## src/bl_pkg.sv

```systemverilog
`default_nettype none
package bl_pkg;
	// register map (word indexes on the plain port)
	localparam logic [3:0] ctrl_addr = 4'h0;
	localparam logic [3:0] bright_addr = 4'h1;
	localparam logic [3:0] ambient_addr = 4'h2;
	localparam logic [3:0] content_addr = 4'h3;
	localparam logic [3:0] pwm_cfg_addr = 4'h4;
	localparam logic [3:0] duty_rd_addr = 4'h5;
	localparam logic [3:0] light_rd_addr = 4'h6;
	localparam logic [3:0] cdim_rd_addr = 4'h7;
	localparam logic [3:0] sensed_rd_addr = 4'h8;
	localparam logic [3:0] status_addr = 4'h9;
	// control register bit positions
	localparam int gate_bit = 0;
	localparam int pwm_inv_bit = 1;
	localparam int on_inv_bit = 2;
	localparam int bright_ctrl_en_bit = 3;
	localparam int amb_en_bit = 4;
	localparam int auto_bit = 5;
	localparam int adc_en_bit = 6;
	localparam int dim_bit = 7;
	localparam int freq_bit = 8;
	localparam int content_adaptive_dim_on_bit = 9;
	localparam int sleep_out_bit = 10;
	localparam logic [10:0] ctrl_reset = 11'h000;
	localparam logic [7:0] pwm_div_reset = 8'h01;
	localparam logic [7:0] duty_full = 8'hFF;
	localparam logic [7:0] duty_zero = 8'h00;
	// timing
	localparam int clk_mhz = 100;
	localparam int fosc_hi_mhz = 10;
	localparam int fosc_lo_mhz = 5;
	localparam int div_hi = clk_mhz / fosc_hi_mhz;
	localparam int div_lo = clk_mhz / fosc_lo_mhz;
	localparam int first_avg_ms = 500;
	localparam int first_avg_cycles = first_avg_ms * 1000 * clk_mhz;
	localparam int frame_us = 16667;
	localparam int frame_cycles = frame_us * clk_mhz;
	localparam int mains_avg_len = 8;
	localparam logic [9:0] hyst_band = 10'h008;
	// one-hot dimming state
	typedef enum logic [2:0] {
		dim_idle = 3'b001,
		dim_up = 3'b010,
		dim_down = 3'b100
	} dim_state_type;
	// 8x8 scaled product, ff means full scale
	function automatic logic [7:0] scale8(input logic [7:0] a, input logic [7:0] b);
		logic [15:0] p;
		p = 16'(a) * 16'(b) + 16'(a);
		return p[15:8];
	endfunction : scale8
endpackage : bl_pkg
`default_nettype wire

```

## src/duty_if.sv

```systemverilog
`default_nettype none
interface duty_if;
	logic [7:0] duty;
	logic enable;
	modport src(output duty, output enable);
	modport sink(input duty, input enable);
endinterface : duty_if
`default_nettype wire

```

## src/pwm_core.sv

```systemverilog
`default_nettype none
module pwm_core
	import bl_pkg::*;
(
	// clock and reset
	input wire logic core_clk,
	input wire logic rst,
	// setup
	input wire logic freq_sel,
	input wire logic [7:0] pwm_divider,
	duty_if.sink dif,
	// waveform
	output logic wave
);
	logic [4:0] pre_cnt;
	logic [7:0] div_cnt;
	logic [7:0] phase;
	wire [4:0] pre_top = freq_sel ? 5'(div_hi - 1) : 5'(div_lo - 1);
	wire fosc_tick = (pre_cnt >= pre_top); // a frequency switch can leave the prescaler above the new top
	wire [7:0] div_top = (pwm_divider == duty_zero) ? duty_zero : pwm_divider - 8'h01;
	wire slot_tick = fosc_tick && (div_cnt >= div_top);
	// period = 256 slots of divider fosc ticks
	always_ff @(posedge core_clk)
	begin
		if (rst || fosc_tick)
			pre_cnt <= 5'h00;
		else
			pre_cnt <= pre_cnt + 5'h01;
		if (rst || slot_tick)
			div_cnt <= 8'h00;
		else if (fosc_tick)
			div_cnt <= div_cnt + 8'h01;
		if (rst)
			phase <= 8'h00;
		else if (slot_tick)
			phase <= phase + 8'h01;
		// ff duty keeps output high through the whole period
		wave <= !rst && dif.enable && ((dif.duty == duty_full) || (phase < dif.duty));
	end
endmodule : pwm_core
`default_nettype wire

```

## src/ambient_filter.sv

```systemverilog
`default_nettype none
module ambient_filter
	import bl_pkg::*;
(
	// clock and reset
	input wire logic core_clk,
	input wire logic rst,
	// source
	input wire logic run,
	input wire logic sample_stb,
	input wire logic [9:0] sample,
	// result
	output logic [7:0] level,
	output logic valid
);
	logic [12:0] acc;
	logic [2:0] cnt;
	logic [9:0] held;
	logic [31:0] wait_cnt;
	// the eighth sample must count before the window closes
	wire [12:0] sum = acc + 13'(sample);
	wire [9:0] avg = sum[12:3];
	wire [9:0] diff = (avg > held) ? avg - held : held - avg;
	// averaging 8 samples spread over a mains cycle cancels 50/60 hz ripple
	always_ff @(posedge core_clk)
	begin
		if (rst || !run)
		begin
			acc <= 13'h0000;
			cnt <= 3'h0;
			held <= 10'h000;
			valid <= 1'b0;
			wait_cnt <= 32'h00000000;
		end
		else
		begin
			if (!valid && wait_cnt < 32'(first_avg_cycles))
				wait_cnt <= wait_cnt + 32'h00000001;
			if (sample_stb)
			begin
				cnt <= cnt + 3'h1;
				acc <= (cnt == 3'h7) ? 13'h0000 : sum;
				if (cnt == 3'h7 && (diff > hyst_band || !valid))
					held <= avg;
				if (cnt == 3'h7 || wait_cnt + 32'h00000001 >= 32'(first_avg_cycles))
					valid <= 1'b1;
			end
		end
	end
	assign level = held[9:2];
endmodule : ambient_filter
`default_nettype wire

```

## src/backlight_ctrl.sv

```systemverilog
`default_nettype none
// Functional notes
// - brightness equals ambient-or-manual ratio times content ratio
// - gate low stops pwm, pin at inversion level
// - gate high drives waveform, optionally inverted
// - on pin follows gate and own polarity
// - enable clear dims down, readback 00h
// - enable set reports combined brightness, backlight on
// - ambient enable starts sampling, first value 500ms
// - converter runs when all three bits and sleep out set
// - otherwise converter off; host ambient value used in ambient mode, else manual value
// - auto select clear means manual brightness
// - content path off reads FFh
// - auto plus ambient uses ambient function
// - duty from combined result, on pin on/off
// - mains flicker removal and hysteresis on ambient
// - sensed ambient value readable by host
// - one dim enable bit for both paths
// - pwm clock 5/10 MHz over 256 times divider
module backlight_ctrl
	import bl_pkg::*;
(
	// clock and reset
	input wire logic core_clk,
	input wire logic rst,
	// register port
	input wire logic [3:0] reg_addr,
	input wire logic [15:0] reg_wdata,
	input wire logic reg_wr,
	input wire logic reg_rd,
	output logic [15:0] reg_rdata,
	// sensor converter
	input wire logic adc_stb,
	input wire logic [9:0] adc_data,
	output logic adc_run,
	// pins
	output logic backlight_pwm_out,
	output logic backlight_on_out
);
	logic [10:0] ctrl;
	logic [7:0] brightness_value;
	logic [15:0] ambient_light_value;
	logic [7:0] content_ratio;
	logic [7:0] pwm_divider;
	logic [7:0] cur_duty;
	logic [31:0] frame_cnt;
	logic host_amb_stb;
	dim_state_type dim_state;
	logic [7:0] sensed_level;
	logic sensed_valid;
	logic wave;
	duty_if dif();

	// control bit decode
	wire backlight_gate = ctrl[gate_bit];
	wire pwm_pin_invert = ctrl[pwm_inv_bit];
	wire on_pin_invert = ctrl[on_inv_bit];
	wire bright_ctrl_en = ctrl[bright_ctrl_en_bit];
	wire amb_en = ctrl[amb_en_bit];
	wire auto_bright_sel = ctrl[auto_bit];
	wire adc_en = ctrl[adc_en_bit];
	wire dim_enable = ctrl[dim_bit];
	wire pwm_src_freq_sel = ctrl[freq_bit];
	wire content_on = ctrl[content_adaptive_dim_on_bit];
	wire sleep_out = ctrl[sleep_out_bit];

	// source selection for the ambient ratio
	wire ambient_mode = sleep_out && amb_en && auto_bright_sel;
	wire use_adc = ambient_mode && adc_en;
	wire [7:0] amb_ratio = use_adc ? sensed_level : ambient_light_value[15:8];
	wire [7:0] light_duty_read = ambient_mode ? amb_ratio : brightness_value;
	wire [7:0] content_duty_read = content_on ? content_ratio : duty_full;
	wire [7:0] combined = scale8(light_duty_read, content_duty_read);
	wire [7:0] target = (bright_ctrl_en && sleep_out) ? combined : duty_zero;
	wire frame_tick = (frame_cnt == 32'(frame_cycles - 1));
	wire host_src = use_adc ? adc_stb : host_amb_stb;
	wire [9:0] filt_in = use_adc ? adc_data : ambient_light_value[15:6];

	// frame pacing
	always_ff @(posedge core_clk)
	begin
		if (rst || frame_tick)
			frame_cnt <= 32'h00000000;
		else
			frame_cnt <= frame_cnt + 32'h00000001;
	end

	// register writes
	always_ff @(posedge core_clk)
	begin
		host_amb_stb <= 1'b0;
		if (rst)
		begin
			ctrl <= ctrl_reset;
			brightness_value <= duty_zero;
			ambient_light_value <= 16'h0000;
			content_ratio <= duty_full;
			pwm_divider <= pwm_div_reset;
		end
		else if (reg_wr)
		begin
			case (reg_addr)
				ctrl_addr: ctrl <= reg_wdata[10:0];
				bright_addr: brightness_value <= reg_wdata[7:0];
				ambient_addr:
				begin
					ambient_light_value <= reg_wdata;
					host_amb_stb <= 1'b1;
				end
				content_addr: content_ratio <= reg_wdata[7:0];
				pwm_cfg_addr: pwm_divider <= reg_wdata[7:0];
				default: ;
			endcase
		end
	end

	// dimming: one step per frame when enabled, jump when disabled
	always_ff @(posedge core_clk)
	begin
		if (rst)
		begin
			cur_duty <= duty_zero;
			dim_state <= dim_idle;
		end
		else if (!dim_enable)
		begin
			cur_duty <= target;
			dim_state <= dim_idle;
		end
		else if (frame_tick)
		begin
			case (dim_state)
				dim_idle:
					dim_state <= (target > cur_duty) ? dim_up : (target < cur_duty) ? dim_down : dim_idle;
				dim_up:
				begin
					cur_duty <= cur_duty + 8'h01;
					if (cur_duty + 8'h01 >= target)
						dim_state <= dim_idle;
				end
				dim_down:
				begin
					cur_duty <= cur_duty - 8'h01;
					if (cur_duty - 8'h01 <= target)
						dim_state <= dim_idle;
				end
				default: dim_state <= dim_idle;
			endcase
		end
	end

	assign dif.duty = cur_duty;
	assign dif.enable = backlight_gate;

	pwm_core u_pwm (
		.core_clk(core_clk),
		.rst(rst),
		.freq_sel(pwm_src_freq_sel),
		.pwm_divider(pwm_divider),
		.dif(dif),
		.wave(wave)
	);

	ambient_filter u_amb (
		.core_clk(core_clk),
		.rst(rst),
		.run(sleep_out && amb_en),
		.sample_stb(host_src),
		.sample(filt_in),
		.level(sensed_level),
		.valid(sensed_valid)
	);

	// pins: gate low parks pin at polarity level
	always_ff @(posedge core_clk)
	begin
		if (rst)
		begin
			backlight_pwm_out <= 1'b0;
			backlight_on_out <= 1'b0;
			adc_run <= 1'b0;
		end
		else
		begin
			backlight_pwm_out <= (backlight_gate && wave) ^ pwm_pin_invert;
			backlight_on_out <= backlight_gate ^ on_pin_invert;
			adc_run <= use_adc;
		end
	end

	// read data one cycle after strobe
	always_ff @(posedge core_clk)
	begin
		if (rst || !reg_rd)
			reg_rdata <= 16'h0000;
		else
		begin
			case (reg_addr)
				ctrl_addr: reg_rdata <= {5'h00, ctrl};
				bright_addr: reg_rdata <= {8'h00, brightness_value};
				ambient_addr: reg_rdata <= ambient_light_value;
				content_addr: reg_rdata <= {8'h00, content_ratio};
				pwm_cfg_addr: reg_rdata <= {8'h00, pwm_divider};
				duty_rd_addr: reg_rdata <= {8'h00, cur_duty};
				light_rd_addr: reg_rdata <= {8'h00, light_duty_read};
				cdim_rd_addr: reg_rdata <= {8'h00, content_duty_read};
				sensed_rd_addr: reg_rdata <= {7'h00, sensed_valid, sensed_level};
				status_addr: reg_rdata <= {13'h0000, dim_state};
				default: reg_rdata <= 16'h0000;
			endcase
		end
	end
endmodule : backlight_ctrl
`default_nettype wire

```

## config.mk

```make
export PLATFORM = sky130hd
export DESIGN_NAME = backlight_ctrl
export DESIGN_NICKNAME = d
export VERILOG_FILES = /design/src/bl_pkg.sv /design/src/duty_if.sv /design/src/pwm_core.sv /design/src/ambient_filter.sv /design/src/backlight_ctrl.sv
export SDC_FILE = /design/constraint.sdc
export NUM_CORES = 1
export LEC_CHECK = 0
export ABC_AREA = 1
export BUFFER_PORTS_ARGS = -buffer_cell sky130_fd_sc_hd__buf_2
export CAP_MARGIN = 25
export CORE_AREA = 2 2 133 233
export CTS_CLUSTER_DIAMETER = 60
export CTS_CLUSTER_SIZE = 24
export DETAILED_ROUTE_END_ITERATION = 12
export DIE_AREA = 0 0 135 235
export PLACE_DENSITY_LB_ADDON = 0.2
export SYNTH_ARGS = -nofsm -noshare
export SYNTH_HDL_FRONTEND = slang
export SYNTH_HIERARCHICAL = 1
export SYNTH_SLANG_ARGS = --single-unit
```

## constraint.sdc

```tcl
create_clock -name core_clk -period 6.1 [get_ports core_clk]
set_input_delay 0 -clock core_clk [delete_from_list [all_inputs] [get_ports core_clk]]
set_output_delay 0 -clock core_clk [all_outputs]
set_load 0.05 [all_outputs]
```

# == After elaboration in Yosys (flattened, before gate mapping) ==
# Cells that the tools add are included.
# word_totals
regBits,195
wordCells,125
# classes
addsub,13
n_mul,1
n_lt_le_gt_ge,11
eq_ne,19
n_mux,20
bitwise_logic,4
reduce_logical,35
# ops
operator,count
16-bit one-hot mux with 10 select lines,1
32-bit by 1-bit adder with 32-bit output (second input constant),2
8-bit 2-to-1 mux,7
32-bit by 21-bit equality test with 1-bit output (second input constant),1
32-bit by 26-bit >= comparator with 1-bit output (second input constant),1
32-bit by 26-bit < comparator with 1-bit output (second input constant),1
8-bit by 1-bit adder with 8-bit output (second input constant),3
10-bit 2-to-1 mux,2
10-bit subtractor,2
16-bit by 8-bit adder with 16-bit output,1
4-bit by 3-bit equality test with 1-bit output (second input constant),4
8-bit >= comparator,2
8-bit < comparator,2
8-bit by 8-bit multiplier with 16-bit output,1
8-bit one-hot mux with 2 select lines,1
2-bit AND reduction,8
8-bit by 1-bit subtractor with 8-bit output (second input constant),2
13-bit by 10-bit adder with 13-bit output,1
13-bit 2-to-1 mux,1
3-bit 2-to-1 mux,4
10-bit greater-than comparator,1
10-bit by 4-bit greater-than comparator with 1-bit output (second input constant),1
1-bit logical AND,10
3-bit one-hot mux with 3 select lines,1
25 further kinds,43

# == Depth between registers and ports, before layout ==
# depth
word_depth,12
ltp_mapped,38

# == By module ==
# Netlist, hierarchy kept.
# by_module_without_submodules
mod,instances,cells_per_inst,area_per_inst_um2
backlight_ctrl,1,1160,8241.7
ambient_filter,1,772,4813.4
pwm_core,1,251,1692.9

# == Least setup slack after synthesis ==
# OpenSTA, ideal clock, no wires.
# synth_timing
path_type,register -> register
startpoint,register ctrl[6]
endpoint,register dim_state[0]
setup_ps,126
arrival_time_ps,5926
path_slack_ps,49
stages_incl_launch_ff,35
synth_period_minus_slack_ps,6051
cell_sequence,dfxtp_1 nand4_1 buf_2 nand2_1 o21ai_0 o21ai_1 inv_1 nand2_1 fa_1 fa_1 inv_1 fa_1 fa_1 ha_1 a21o_1 nor2_1 nand2_1 inv_2 nor2_1 nor3_1 inv_1 ha_1 a21boi_0 o21a_1 o21ai_0 nand2_1 nand2_1 nand2_1 a21oi_1 o21ai_1 nand3_1 a21oi_1 nand2_1 nand2_1 nand3_1
# synth_between
elab_chain_cells,10
word_cells_on_any_way,16
cone_classes,1 x add/sub; 1 x mul; 4 x order compare; 2 x eq/ne; 6 x mux; 2 x reduce/logical
# synth_rtl
element,line,text
"start, declared",backlight_ctrl.sv:40,logic [10:0] ctrl;
"start signal, assigned",backlight_ctrl.sv:94,ctrl <= ctrl_reset;
"start signal, assigned",backlight_ctrl.sv:103,ctrl_addr: ctrl <= reg_wdata[10:0];
1-bit logical AND *,backlight_ctrl.sv:69,wire use_adc = ambient_mode && adc_en;
8-bit 2-to-1 mux *,backlight_ctrl.sv:70,wire [7:0] amb_ratio = use_adc ? sensed_level : ambient_light_value[15:8];
8-bit 2-to-1 mux *,backlight_ctrl.sv:71,wire [7:0] light_duty_read = ambient_mode ? amb_ratio : brightness_value;
8-bit by 8-bit multiplier with 16-bit output,bl_pkg.sv:51,p = 16'(a) * 16'(b) + 16'(a);
16-bit by 8-bit adder with 16-bit output *,bl_pkg.sv:51,
8-bit 2-to-1 mux *,backlight_ctrl.sv:74,wire [7:0] target = (bright_ctrl_en && sleep_out) ? combined : duty_zero;
8-bit < comparator,backlight_ctrl.sv:134,dim_state <= (target > cur_duty) ? dim_up : (target < cur_duty) ? dim_down : dim_idle;
3-bit 2-to-1 mux (2 in a row),backlight_ctrl.sv:134,
3-bit one-hot mux with 3 select lines,backlight_ctrl.sv:132,case (dim_state)
"end signal, assigned",backlight_ctrl.sv:134,
"end signal, assigned",backlight_ctrl.sv:139,dim_state <= dim_idle;
"end signal, assigned",backlight_ctrl.sv:145,dim_state <= dim_idle;
"end, declared",backlight_ctrl.sv:48,dim_state_type dim_state;
# Every way passes the cells marked *; elsewhere a longest branch is shown, timed or not.
# A chain may end at the register's enable or synchronous reset.

# == Final worst setup path ==
# layout_timing
startpoint,register ctrl[4]
endpoint,register dim_state[2]
# layout_between
elab_chain_cells,12
word_cells_on_any_way,18
cone_classes,1 x add/sub; 1 x mul; 4 x order compare; 2 x eq/ne; 6 x mux; 4 x reduce/logical
# layout_rtl
element,line,text
1-bit logical AND * (2 in a row),backlight_ctrl.sv:68,wire ambient_mode = sleep_out && amb_en && auto_bright_sel;
1-bit logical AND,backlight_ctrl.sv:69,
8-bit 2-to-1 mux,backlight_ctrl.sv:70,
8-bit 2-to-1 mux *,backlight_ctrl.sv:71,
8-bit by 8-bit multiplier with 16-bit output,bl_pkg.sv:51,
16-bit by 8-bit adder with 16-bit output *,bl_pkg.sv:51,
8-bit 2-to-1 mux *,backlight_ctrl.sv:74,
8-bit < comparator,backlight_ctrl.sv:134,
3-bit 2-to-1 mux (2 in a row),backlight_ctrl.sv:134,
3-bit one-hot mux with 3 select lines,backlight_ctrl.sv:132,
# Marked as above.

==> results_dict.tcl <==
set metrics [dict create \
    clk_latency_ns 0.45 \
    drt_iter0_markers 739 \
    slew_violations 0 \
    clk_path_buf_depth 2 \
    ant_nets 0 \
    vias 14600 \
    crit_path_start_kind "flip-flop" \
    arrival_ns 6.34 \
    hold_viol_final 0 \
    seqPwrFrac_pct 45.5 \
    cts_made_buffers 17 \
    clock_power_share_pct 44.9 \
    path_common_cell "nand2_1" \
    crit_required_ns 6.44 \
    die_width_um 135 \
    synthSimpleGateAreaFrac_pct 30.2 \
    start_util_pct 49.4 \
    worstMarginPinSlew_ns 1.10 \
    min-delay-start "rst" \
    coreArea_sq_um 29800 \
    crit_type "reg2reg" \
    path_max_fanout 6 \
    internal-power_mw 2.14 \
    synthesis.nets 2374 \
    relSlewSlack_pct 24.8 \
    grt_first_pass_wirelength_um 70300 \
    finalPower_mw 2.84 \
    grt_remaining_overflow 0 \
    syn_inst 2183 \
    fin_crit_sh_pct 98.3 \
    antenna_found_initial 1 \
    p_sw_share_pct 24.9 \
    wl_um 44600 \
    wire_per_inst_um 16.5 \
    synth.ff_latch_count 195 \
    fin_nets 2500 \
    root_buffer "clkbuf_16" \
    cts_tree "yes" \
    htreeDepth 4 \
    fin_setup_tns_ns 0 \
    r2r-start "ctrl[4]" \
    fp.dieH_um 235 \
    fillers 2941 \
    end_kind "flip-flop" \
    ys_warn_count 6 \
    hp-class "in2reg" \
    seqCellArea_sq_um 3910 \
    crit_path_start "ctrl[4]" \
    outcome "finished clean" \
    fin_area_sq_um 16900 \
    crit_buf_inv 9 \
    vias_per_cell 5.39 \
    dieArea_sq_um 31700 \
    dpl_cell_area_sq_um 15800 \
    synth_fa_ha_area_share_pct 15.6 \
    drv_cap 0 \
    pwr-share-comb_pct 9.6 \
    timing.final.ws_setup_ns 0.103 \
    synth_xor_area_share_pct 2.84 \
    hpwl_um 35900 \
    vdd_drop_max_v 0.000199 \
    rsz0062_at_grt "true" \
    min_period_ns 6.00 \
    cts_sinks 195 \
    multiInputGateArea_sq_um 9390 \
    dp_slack_ns -0.129 \
    syn_area_per_cell_sq_um 6.76 \
    synth_top_family_by_area "simple AND/OR/NAND/NOR gates" \
    synth_area_sq_um 14700 \
    drc 0 \
    p_per_area_nw_per_um2 168 \
    syn2layout_area_growth_pct 14.9 \
    cp_slowest_cell "fa_1" \
    synth_seq_area_share_pct 26.5 \
    place_congestion 0.995 \
    synth.distinct_cells 62 \
    grt_pass1_vias 14300 \
    path_delay_family "adder cells" \
    fin_util_pct 56.8 \
    power.switching_uw 709 \
    clk_pin_slew_ns 0.07 \
    slowest_delay_ns 0.55 \
    grt_max_degree 44 \
    numPortBuffers 53 \
    setup_violations 0 \
    drive_gt1_share_pct 13.2 \
    firstDrtPassIters 5 \
    ios 54 \
    synthMuxAreaShare_pct 0.0679 \
    gr-usage-all-layers_pct 27.9 \
    p_leak_nw 7.80 \
    fmax_mhz 167 \
    row_count 84 \
    clock_skew_ns 0.0162 \
    synth_compound_area_share_pct 13.8 \
]
## cell usage in the layout (no fill, tap or decap), drive strengths merged, types with 39 or more instances in the layout
| cell | Yosys | final |
|---|---|---|
| a21oi | 179 | 179 |
| buf | 22 | 143 |
| dfxtp | 195 | 195 |
| fa | 46 | 46 |
| ha | 110 | 110 |
| inv | 356 | 360 |
| nand2 | 504 | 504 |
| nand3 | 124 | 124 |
| nor2 | 280 | 280 |
| nor3 | 45 | 45 |
| o21ai | 99 | 99 |
| xor2 | 39 | 39 |
## cell type report
cell class	count	share of cell area, %
multi-input cells	1575	55.4
flip-flops and latches	195	23.1
inverters	358	7.94
repair buffers	162	6.80
well taps	387	2.86
clock buffers	19	2.61
clock inverters	12	1.31
diodes	1	0.0148
## sequential cells by signal (all words and copies together), names as in the netlist, 3 cells and up
register and cells:
ctrl 11, u_amb/held 10, frame_cnt 32, u_amb/acc 13, dim_state 3, content_ratio 8, cur_duty 8, u_amb/wait_cnt 32
u_pwm/pre_cnt 5, u_pwm/div_cnt 8, u_amb/cnt 3, ambient_light_value 16, brightness_value 8, reg_rdata 16, pwm_divider 8, u_pwm/phase 8
## through the flow
stage	cells	hold slack, ns
after detailed placement	2652	0.297
after floorplan	2183	0.126
after global placement	2652	0.291
after global routing	2708	0.115
after CTS	2702	0.0531
final	2709	0.0796
## timing repair
item / in CTS / in global routing
setup endpoints to repair: 3 / 3
pin swaps: 5 / 34
resized for setup: 8 / 52
buffers inserted: 0 / 5
endpoints found under the hold margin: 49 / 0
cloned: 0 / 1
hold buffers: 19 / 0
## final timing paths
path,cells after the start,to,slack (ns)
max,38,dim_state[2],0.10
min,2,host_amb_stb,0.08
max reg2reg,38,dim_state[2],0.10
min reg2reg,1,frame_cnt[0],0.43
## power by group through the flow
stage	Clock [mW]	Combinational, mW	Sequential [mW]
final	1.28	0.273	1.29
after global placement	0	0.245	1.32
after CTS	1.29	0.263	1.29
after floorplan	0	0.162	1.33
after global routing	1.34	0.307	1.30
after detailed placement	0	0.249	1.32
## cell usage after synthesis (all sizes together)
| master | n | share of area (%) |
|---|---|---|
| a2111oi | 3 | 0.18 |
| a211oi | 6 | 0.31 |
| a21boi | 3 | 0.15 |
| a21o | 5 | 0.25 |
| a21oi | 179 | 6.2 |
| a221oi | 1 | 0.059 |
| a2bb2oi | 1 | 0.059 |
| a31oi | 7 | 0.30 |
| a32o | 1 | 0.068 |
| and2 | 1 | 0.042 |
| and3 | 5 | 0.22 |
| buf | 22 | 1.1 |
| clkbuf | 33 | 0.91 |
| clkinv | 2 | 0.051 |
| dfxtp | 195 | 26 |
| fa | 46 | 6.2 |
| ha | 110 | 9.3 |
| inv | 356 | 9.1 |
| mux2i | 1 | 0.068 |
| nand2 | 504 | 13 |
| nand3 | 124 | 4.6 |
| nand3b | 3 | 0.15 |
| nand4 | 26 | 1.1 |
| nor2 | 280 | 7.8 |
| nor2b | 1 | 0.042 |
| nor3 | 45 | 1.8 |
| nor3b | 4 | 0.20 |
| nor4 | 7 | 0.44 |
| o2111ai | 4 | 0.24 |
| o211ai | 6 | 0.31 |
| o21a | 8 | 0.41 |
| o21ai | 99 | 3.5 |
| o21bai | 6 | 0.33 |
| o221ai | 3 | 0.18 |
| o22ai | 24 | 1.0 |
| o32ai | 2 | 0.12 |
| o41ai | 3 | 0.18 |
| or2 | 10 | 0.42 |
| xnor2 | 8 | 0.48 |
| xor2 | 39 | 2.4 |
## metal layers
metal	up-vias	track usage, %	routed length, um
met5	-	0	0
met4	0	17.2	3010
met3	140	2.98	1490
met1	6831	28.7	16100
li1	7254	-	-
met2	376	52.9	23900
## worst register-to-register path: cells and delay by family, from the launching register on
kind	cells	cell delay (ns)
AOI/OAI and AO/OA	8	0.94
adders and majority gates	6	2.61
and+or+nand+nor	15	1.20
DFF	1	0.35
buffers and inverters	9	0.81
## cells by family after synthesis
kind of cell	Yosys count
AO/OA/AOI/OAI	361
XOR/XNOR	47
adder cells (fa/ha/maj)	156
buffers and inverters	413
flip-flops	195
multiplexers	1
AND/OR/NAND/NOR	1010
(Power assumes the default switching activity.)
